### src/core/dtc_map.vh
/*
 * register map, field positions, reset values and timing counts of the
 * dual timer/counter unit; definitions only, included by bare name
 */
`ifndef DTC_MAP_VH
`define DTC_MAP_VH

// byte addresses on the apb bus
`define DTC_ADDR_MODE 12'h000
`define DTC_ADDR_CTRL 12'h004
`define DTC_ADDR_A_LOW 12'h008
`define DTC_ADDR_A_HIGH 12'h00c
`define DTC_ADDR_B_LOW 12'h010
`define DTC_ADDR_B_HIGH 12'h014
`define DTC_ADDR_ACK 12'h018
`define DTC_ADDR_OPT 12'h01c

// control register bit positions
`define DTC_CTRL_B_OVF 7
`define DTC_CTRL_B_RUN 6
`define DTC_CTRL_A_OVF 5
`define DTC_CTRL_A_RUN 4
`define DTC_CTRL_B_IRQ 3
`define DTC_CTRL_B_TYPE 2
`define DTC_CTRL_A_IRQ 1
`define DTC_CTRL_A_TYPE 0

// mode nibble fields
`define DTC_MODE_GATE 3
`define DTC_MODE_FUNC 2
`define DTC_MODE_13 2'h0
`define DTC_MODE_16 2'h1
`define DTC_MODE_RELOAD 2'h2
`define DTC_MODE_SPLIT 2'h3

// reset values
`define DTC_MODE_RESET 8'h00
`define DTC_CTRL_RESET 8'h00
`define DTC_OPT_RESET 1'h1

// oscillator periods per machine cycle
`define DTC_PERIODS_12T 4'hc
`define DTC_PERIODS_6T 4'h6

`endif

### src/core/dtc_timer_unit.v
/*
 * dual 16-bit timer/counter with apb register slave.
 * assumes pclk is the oscillator clock, event and interrupt pins are
 * already synchronous to pclk, and the cpu's vector acknowledge reaches
 * the block as writes to the acknowledge register.
 */
`timescale 1ns/100ps
`default_nettype none
`include "dtc_map.vh"

module dtc_timer_unit #(
    parameter PERIODS_12T = `DTC_PERIODS_12T,
    parameter PERIODS_6T = `DTC_PERIODS_6T
) (
    input wire pclk,
    input wire presetn,
    input wire psel,
    input wire penable,
    input wire pwrite,
    input wire [11:0] paddr,
    input wire [31:0] pwdata,
    output reg [31:0] prdata,
    output reg pready,
    output reg pslverr,
    input wire cycle_length_option,
    input wire unit_a_event_pin,
    input wire unit_b_event_pin,
    input wire ext_irq_a_pin,
    input wire ext_irq_b_pin,
    output reg unit_a_overflow_flag,
    output reg unit_b_overflow_flag,
    output reg ext_irq_a_flag,
    output reg ext_irq_b_flag
);

    reg [7:0] mode_reg;
    reg unit_a_run_reg;
    reg unit_b_run_reg;
    reg a_type_reg;
    reg b_type_reg;
    reg [7:0] a_low_reg;
    reg [7:0] a_high_reg;
    reg [7:0] b_low_reg;
    reg [7:0] b_high_reg;
    reg opt_reg;
    reg [3:0] div_reg;
    reg ev_a_reg;
    reg ev_b_reg;
    reg irq_a_reg;
    reg irq_b_reg;
    reg seen_reg;

    // advance decision for one unit, shared by both units
    function tick_en;
        input [3:0] nib;
        input run;
        input pin;
        input fall;
        input mc;
        begin
            tick_en = run && (!nib[`DTC_MODE_GATE] || pin) &&
                (nib[`DTC_MODE_FUNC] ? fall : mc);
        end
    endfunction

    // write strobe for one register word; refused addresses never match
    function wr_hit;
        input [11:0] addr;
        input [11:0] target;
        input strobe;
        begin
            wr_hit = strobe && (addr == target);
        end
    endfunction

    wire [3:0] periods = opt_reg ? PERIODS_12T[3:0] : PERIODS_6T[3:0];
    wire mc = (div_reg == periods - 4'h1);
    wire [3:0] nib_a = mode_reg[3:0];
    wire [3:0] nib_b = mode_reg[7:4];
    wire fall_a = mc && ev_a_reg && !unit_a_event_pin;
    wire fall_b = mc && ev_b_reg && !unit_b_event_pin;
    wire go_a = tick_en(nib_a, unit_a_run_reg, ext_irq_a_pin, fall_a, mc);
    wire go_b = tick_en(nib_b, unit_b_run_reg, ext_irq_b_pin, fall_b, mc);
    // split high byte: timer only, steered by unit b run bit
    wire go_ah = mc && unit_b_run_reg;
    wire split_a = nib_a[1:0] == `DTC_MODE_SPLIT;
    wire wr = psel && penable && pwrite && pready;
    wire rd = psel && !penable && !pwrite;
    wire [7:0] wd = pwdata[7:0];
    wire wr_mode = wr_hit(paddr, `DTC_ADDR_MODE, wr);
    wire wr_ctrl = wr_hit(paddr, `DTC_ADDR_CTRL, wr);
    wire wr_ack = wr_hit(paddr, `DTC_ADDR_ACK, wr);
    wire wr_a_low = wr_hit(paddr, `DTC_ADDR_A_LOW, wr);
    wire wr_a_high = wr_hit(paddr, `DTC_ADDR_A_HIGH, wr);
    wire wr_b_low = wr_hit(paddr, `DTC_ADDR_B_LOW, wr);
    wire wr_b_high = wr_hit(paddr, `DTC_ADDR_B_HIGH, wr);
    // level mode keeps setting the flag while its pin stays low, so an
    // acknowledge only sticks once the pin has gone high again
    wire irq_a_cond = a_type_reg ? (irq_a_reg && !ext_irq_a_pin) : !ext_irq_a_pin;
    wire irq_b_cond = b_type_reg ? (irq_b_reg && !ext_irq_b_pin) : !ext_irq_b_pin;

    // counting of one unit: returns {overflow, high, low}
    // 13-bit mode leaves the top three low-byte bits as written; they never
    // carry into the high byte
    function [16:0] step;
        input [1:0] md;
        input [7:0] lo;
        input [7:0] hi;
        input isb;
        reg [8:0] l9;
        reg [13:0] c13;
        reg [16:0] c16;
        begin
            l9 = {1'b0, lo} + 9'h001;
            c13 = {1'b0, hi, lo[4:0]} + 14'h0001;
            c16 = {1'b0, hi, lo} + 17'h00001;
            case (md)
                `DTC_MODE_13: step = {c13[13], c13[12:5], lo[7:5], c13[4:0]};
                `DTC_MODE_16: step = c16;
                `DTC_MODE_RELOAD: step = {l9[8], hi, l9[8] ? hi : l9[7:0]};
                `DTC_MODE_SPLIT: step = isb ? {1'b0, hi, lo} : {l9[8], hi, l9[7:0]};
                default: step = {1'b0, hi, lo};
            endcase
        end
    endfunction

    wire [16:0] nx_a = step(nib_a[1:0], a_low_reg, a_high_reg, 1'b0);
    wire [16:0] nx_b = step(nib_b[1:0], b_low_reg, b_high_reg, 1'b1);
    wire [8:0] ah9 = {1'b0, a_high_reg} + 9'h001;
    wire ovf_a = go_a && nx_a[16];
    wire ovf_b = split_a ? (go_ah && ah9[8]) : (go_b && nx_b[16]);

    // machine-cycle divider, once-per-cycle event pin samples and per-clock irq pin samples
    // the divider free-runs from reset, so the first tick after a run write
    // lands anywhere within one machine cycle; software sees that jitter
    always @(posedge pclk or negedge presetn) begin
        if (!presetn) begin
            div_reg <= 4'h0;
            ev_a_reg <= 1'b1;
            ev_b_reg <= 1'b1;
            irq_a_reg <= 1'b1;
            irq_b_reg <= 1'b1;
        end else begin
            div_reg <= mc ? 4'h0 : div_reg + 4'h1;
            irq_a_reg <= ext_irq_a_pin;
            irq_b_reg <= ext_irq_b_pin;
            if (mc) begin
                ev_a_reg <= unit_a_event_pin;
                ev_b_reg <= unit_b_event_pin;
            end
        end
    end

    // option bit is caught once after reset release, never under reset
    // changing the option pin later has no effect until the next reset
    always @(posedge pclk or negedge presetn) begin
        if (!presetn) begin
            opt_reg <= `DTC_OPT_RESET;
            seen_reg <= 1'b0;
        end else if (!seen_reg) begin
            opt_reg <= cycle_length_option;
            seen_reg <= 1'b1;
        end
    end

    // counters; software writes win over a count in the same cycle
    // a split unit a takes its high byte off the unit b run bit; unit b keeps
    // counting in its own mode but its flag then belongs to that high byte
    always @(posedge pclk or negedge presetn) begin
        if (!presetn) begin
            a_low_reg <= 8'h00;
            a_high_reg <= 8'h00;
            b_low_reg <= 8'h00;
            b_high_reg <= 8'h00;
        end else begin
            if (wr_a_low) begin
                a_low_reg <= wd;
            end else if (go_a) begin
                a_low_reg <= nx_a[7:0];
            end
            if (wr_a_high) begin
                a_high_reg <= wd;
            end else if (split_a) begin
                if (go_ah) begin
                    a_high_reg <= ah9[7:0];
                end
            end else if (go_a) begin
                a_high_reg <= nx_a[15:8];
            end
            if (wr_b_low) begin
                b_low_reg <= wd;
            end else if (go_b) begin
                b_low_reg <= nx_b[7:0];
            end
            if (wr_b_high) begin
                b_high_reg <= wd;
            end else if (go_b) begin
                b_high_reg <= nx_b[15:8];
            end
        end
    end

    // control register; hardware set wins over any clear in the same cycle
    always @(posedge pclk or negedge presetn) begin
        if (!presetn) begin
            mode_reg <= `DTC_MODE_RESET;
            unit_a_run_reg <= 1'b0;
            unit_b_run_reg <= 1'b0;
            a_type_reg <= 1'b0;
            b_type_reg <= 1'b0;
            unit_a_overflow_flag <= 1'b0;
            unit_b_overflow_flag <= 1'b0;
            ext_irq_a_flag <= 1'b0;
            ext_irq_b_flag <= 1'b0;
        end else begin
            if (wr_mode) begin
                mode_reg <= wd;
            end
            if (wr_ctrl) begin
                unit_a_run_reg <= wd[`DTC_CTRL_A_RUN];
                unit_b_run_reg <= wd[`DTC_CTRL_B_RUN];
                a_type_reg <= wd[`DTC_CTRL_A_TYPE];
                b_type_reg <= wd[`DTC_CTRL_B_TYPE];
            end
            // a write of zero or a vector acknowledge clears the flag
            if (ovf_a) begin
                unit_a_overflow_flag <= 1'b1;
            end else if ((wr_ctrl && !wd[`DTC_CTRL_A_OVF]) || (wr_ack && wd[`DTC_CTRL_A_OVF])) begin
                unit_a_overflow_flag <= 1'b0;
            end
            if (ovf_b) begin
                unit_b_overflow_flag <= 1'b1;
            end else if ((wr_ctrl && !wd[`DTC_CTRL_B_OVF]) || (wr_ack && wd[`DTC_CTRL_B_OVF])) begin
                unit_b_overflow_flag <= 1'b0;
            end
            // interrupt processed is signalled through the acknowledge register
            if (irq_a_cond) begin
                ext_irq_a_flag <= 1'b1;
            end else if (wr_ack && wd[`DTC_CTRL_A_IRQ]) begin
                ext_irq_a_flag <= 1'b0;
            end
            if (irq_b_cond) begin
                ext_irq_b_flag <= 1'b1;
            end else if (wr_ack && wd[`DTC_CTRL_B_IRQ]) begin
                ext_irq_b_flag <= 1'b0;
            end
        end
    end

    // apb slave: no wait state, read data latched in the setup cycle
    // refused transfers still answer with no wait state; a refused write
    // matches no register and is dropped
    always @(posedge pclk or negedge presetn) begin
        if (!presetn) begin
            prdata <= 32'h00000000;
            pready <= 1'b0;
            pslverr <= 1'b0;
        end else begin
            pready <= psel && !penable;
            pslverr <= psel && !penable && (paddr[1:0] != 2'h0 || paddr > `DTC_ADDR_OPT);
            if (rd) begin
                case (paddr)
                    `DTC_ADDR_MODE: prdata <= {24'h000000, mode_reg};
                    `DTC_ADDR_CTRL: prdata <= {24'h000000, unit_b_overflow_flag,
                        unit_b_run_reg, unit_a_overflow_flag, unit_a_run_reg,
                        ext_irq_b_flag, b_type_reg, ext_irq_a_flag, a_type_reg};
                    `DTC_ADDR_A_LOW: prdata <= {24'h000000, a_low_reg};
                    `DTC_ADDR_A_HIGH: prdata <= {24'h000000, a_high_reg};
                    `DTC_ADDR_B_LOW: prdata <= {24'h000000, b_low_reg};
                    `DTC_ADDR_B_HIGH: prdata <= {24'h000000, b_high_reg};
                    `DTC_ADDR_OPT: prdata <= {31'h00000000, opt_reg};
                    default: prdata <= 32'h00000000;
                endcase
            end
        end
    end

endmodule
`default_nettype wire

### config.mk
export PLATFORM = sky130hd
export DESIGN_NAME = dtc_timer_unit
export DESIGN_NICKNAME = d
export VERILOG_FILES = /design/src/core/dtc_timer_unit.v
export VERILOG_INCLUDE_DIRS = /design/src /design/src/core
export SDC_FILE = /design/constraint.sdc
export NUM_CORES = 1
export LEC_CHECK = 0
export BUFFER_PORTS_ARGS = -buffer_cell sky130_fd_sc_hd__buf_4
export CAP_MARGIN = 20
export CORE_MARGIN = 8
export CORE_UTILIZATION = 33
export DETAILED_ROUTE_END_ITERATION = 8
export PLACE_DENSITY = 0.59
export SLEW_MARGIN = 20
export SYNTH_ARGS = -nofsm -noshare
export SYNTH_HDL_FRONTEND = slang
export SYNTH_SLANG_ARGS = --single-unit
### constraint.sdc
create_clock -name pclk -period 5.3 [get_ports pclk]
set_input_delay 0 -clock pclk [delete_from_list [all_inputs] [get_ports pclk]]
set_output_delay 0 -clock pclk [all_outputs]
set_load 0.01 [all_outputs]
==> impl_metrics.ini <==
[clock_tree]
clkTransAtPathRegs_ps = 60
cts.path.max_buffers = 2
cts_tree = done
cts_resized = 0
numCtsBuffers = 9
cts_root_buf = clkbuf_16
clk_latency_ps = 330
clock_sinks = 68
htreeDepth = 3

[timing]
setup_viol = 0
rsz0062_at_grt = no
tightest_slew_ps = 893.0
hold_viol_final = 0
max_clock_freq_mhz = 358.8
final.setup_skew_ps = 7.489
slew_violations = 0
timing.final.crit_share_pct = 52.59
slew_headroom_pct = 40.47
fin_crit_ps = 2787
fin_setup_tns_ps = 0

[setup_path]
critPathArrivalTime_ps = 3010
start_kind = flip-flop
r2r-end = a_high_reg[0]
cp_num_buf_inv = 0
cpPeakStageDelay_ps = 550
crit_type = flip-flop to flip-flop
cp_cell_sequence = or4b_4 > a21oi_2 > nand4_2 > o221ai_4 > o21ai_2 > a221oi_1
reg2reg_slack_ps = 2510
cp_max_fo = 15
crit_required_ps = 5530
critical_path.top_delay_family = compound AO/OA/AOI/OAI gates
ff2ff_path_depth = 6
critPathCaptureType = flip-flop
worst_path_max_delay_cell = or4b_4
r2r-start = div_reg[1]

[synthesis]
yosys.area.top_type = dfrtp_1
syn_inst = 538
synth-edff-count = 0
synth.top_cells.by_area = dfrtp_1 (34%), o21ai_0 (4.9%), nand2_1 (4.7%)
synth_seq_area_share_pct = 36.60
async_flop_share_pct = 100.0
yosysUniqueCellTypes = 65
ys_warn_count = 0
synth_common_cells = dfrtp_1 (63), nand2_1 (58), o21ai_0 (46)
synth_most_common_cell = dfrtp_1
synth_top_area_share_pct = 33.78
syn-cell-area_um2 = 4667
synth-seq-cells = 68
synth.avg_cell_area_um2 = 8.675
synth_flop_cell = dfrtp_1

[route]
drc = 0
wire_per_inst_um = 18.70
drt-initial-drc-count = 361
drtAntennaViolNets = 0
drt-total-wl_mm = 14.18
routed_via_density = 5.679
first_pass_iters = 5
dr_total_vias = 4305

[placement]
gp_congestion = 0.8832
dp_hpwl_mm = 10.07
io_buffers = 43

[global_route]
grt_pass1_wl_mm = 22.64
grt_pass1_vias = 4063
grt_overflow = 0
antenna_found_initial = 0
grt_use_total_pct = 15.74
grt_max_degree = 69

[die]
core_region_area_um2 = 13830
die_w_um = 134.9
die-area_um2 = 18200
io_pins = 92
initial_core_util_pct = 33.75
core.rowCount = 43
die_y_um = 134.9

[pwr]
leakagePower_nw = 2.226
p_per_area_nw_per_um2 = 247.5
irDropWorstVdd_mv = 0.1759

[run_status]
status = complete, no violations

[cells_and_area]
fill_cells = 1388
antennaDiodeCount = 0
finalCoreUtilization_pct = 39.50
nNetsFinal = 631
syn2layout_area_growth_pct = 17.02
drive_gt1_share_pct = 16.09

[hold_path]
holdPathEnd = pslverr
min_path_cells = 3
min_path_type = primary input to flip-flop
hp-start = psel

[flow_run]
cap_violations = 0
area by class of cell:
class / count / area [um^2] / area share (%)
multi-input combinational: 426 / 2693 / 49.30
sequential: 68 / 1708 / 31.27
timing repair buffer: 59 / 483.0 / 8.843
clock buffer: 12 / 246.5 / 4.513
tap: 180 / 225.2 / 4.124
clock inverter: 4 / 72.57 / 1.329
inverter: 9 / 33.78 / 0.6186
worst max path at each step:
stage | startpoint | to | slack (ps) | cells past startpoint
floorplan | div_reg[1] | a_low_reg[0] | 3130 | 6
global placement | div_reg[1] | a_high_reg[0] | 2590 | 6
detailed placement | div_reg[1] | a_high_reg[0] | 2530 | 6
CTS | div_reg[1] | a_high_reg[0] | 2500 | 6
global route | div_reg[1] | a_high_reg[0] | 2300 | 6
finish | div_reg[1] | a_high_reg[0] | 2510 | 6
kinds of logic (layout without fill, tap and decap cells):
logic type / count (synthesis) / in the layout / synth area share (%)
adders and majority gates: 4 / 4 / 1.072
buffers and inverters: 67 / 84 / 7.560
xor gates and xnor gates: 24 / 24 / 4.504
muxes: 27 / 27 / 6.810
other: 2 / 25 / 0.1609
AOI/OAI and AO/OA: 150 / 150 / 21.50
and+or+nand+nor: 196 / 196 / 21.80
DFF: 68 / 68 / 36.60
worst min-delay path, delay by kind of cell:
kind	cells	cell delay, ps
AND/OR/NAND/NOR	2	270
buffers and inverters	1	120
where the power goes:
part           total (mW)  switching, mW  internal (mW)
registers           0.567         0.0180          0.549
clock network       0.651          0.226          0.424
logic               0.134         0.0739         0.0603
total                1.35          0.318           1.03
metrics by stage:
step           cells  hold slack, ps  setup WS [ps]  power, mW  cell area [um^2]
4_1_cts          758           78.18           2505      1.365              5461
3_5_place_dp     726           133.6           2531     0.7005              4982
5_1_grt          758           93.97           2299      1.406              5461
6_report         758           88.43           2513      1.352              5461
2_1_floorplan    561          -295.6           3132     0.6578              4753
3_3_place_gp     726           128.4           2590     0.6970              4982
what timing repair did:
| item | CTS | global route |
|---|---|---|
| buffers inserted | 0 | 0 |
| hold buffers | 16 | 0 |
| endpoints found under the setup margin | 0 | 0 |
| hold endpoints to repair | 94 | 0 |
cell usage in the layout (no fill, tap or decap), types with 7 or more instances in the layout:
master,n
clkbuf_16,9
mux2i_1,7
nor2_1,36
o22ai_1,9
mux2_2,18
xnor2_1,13
a21oi_1,29
a22o_1,7
xor2_1,11
conb_1,25
and4_1,10
nand3_1,19
o21ai_0,46
nand4_1,16
nand2_1,58
nor2b_1,7
buf_4,43
dfrtp_1,63
and2_1,8
dlygate4sd3_1,16
a31oi_1,8
inv_1,9
and3_1,10
nor3_1,10
routing by layer:
layer	GRT usage [%]	share of wire, %	vias up
li1	-	-	2008
met1	20.08	42	2116
met2	25.68	48	157
met3	3.566	7.5	24
met4	5.115	2.2	0
met5	0	0	-
Note: power is estimated with default switching activity, not from simulation.
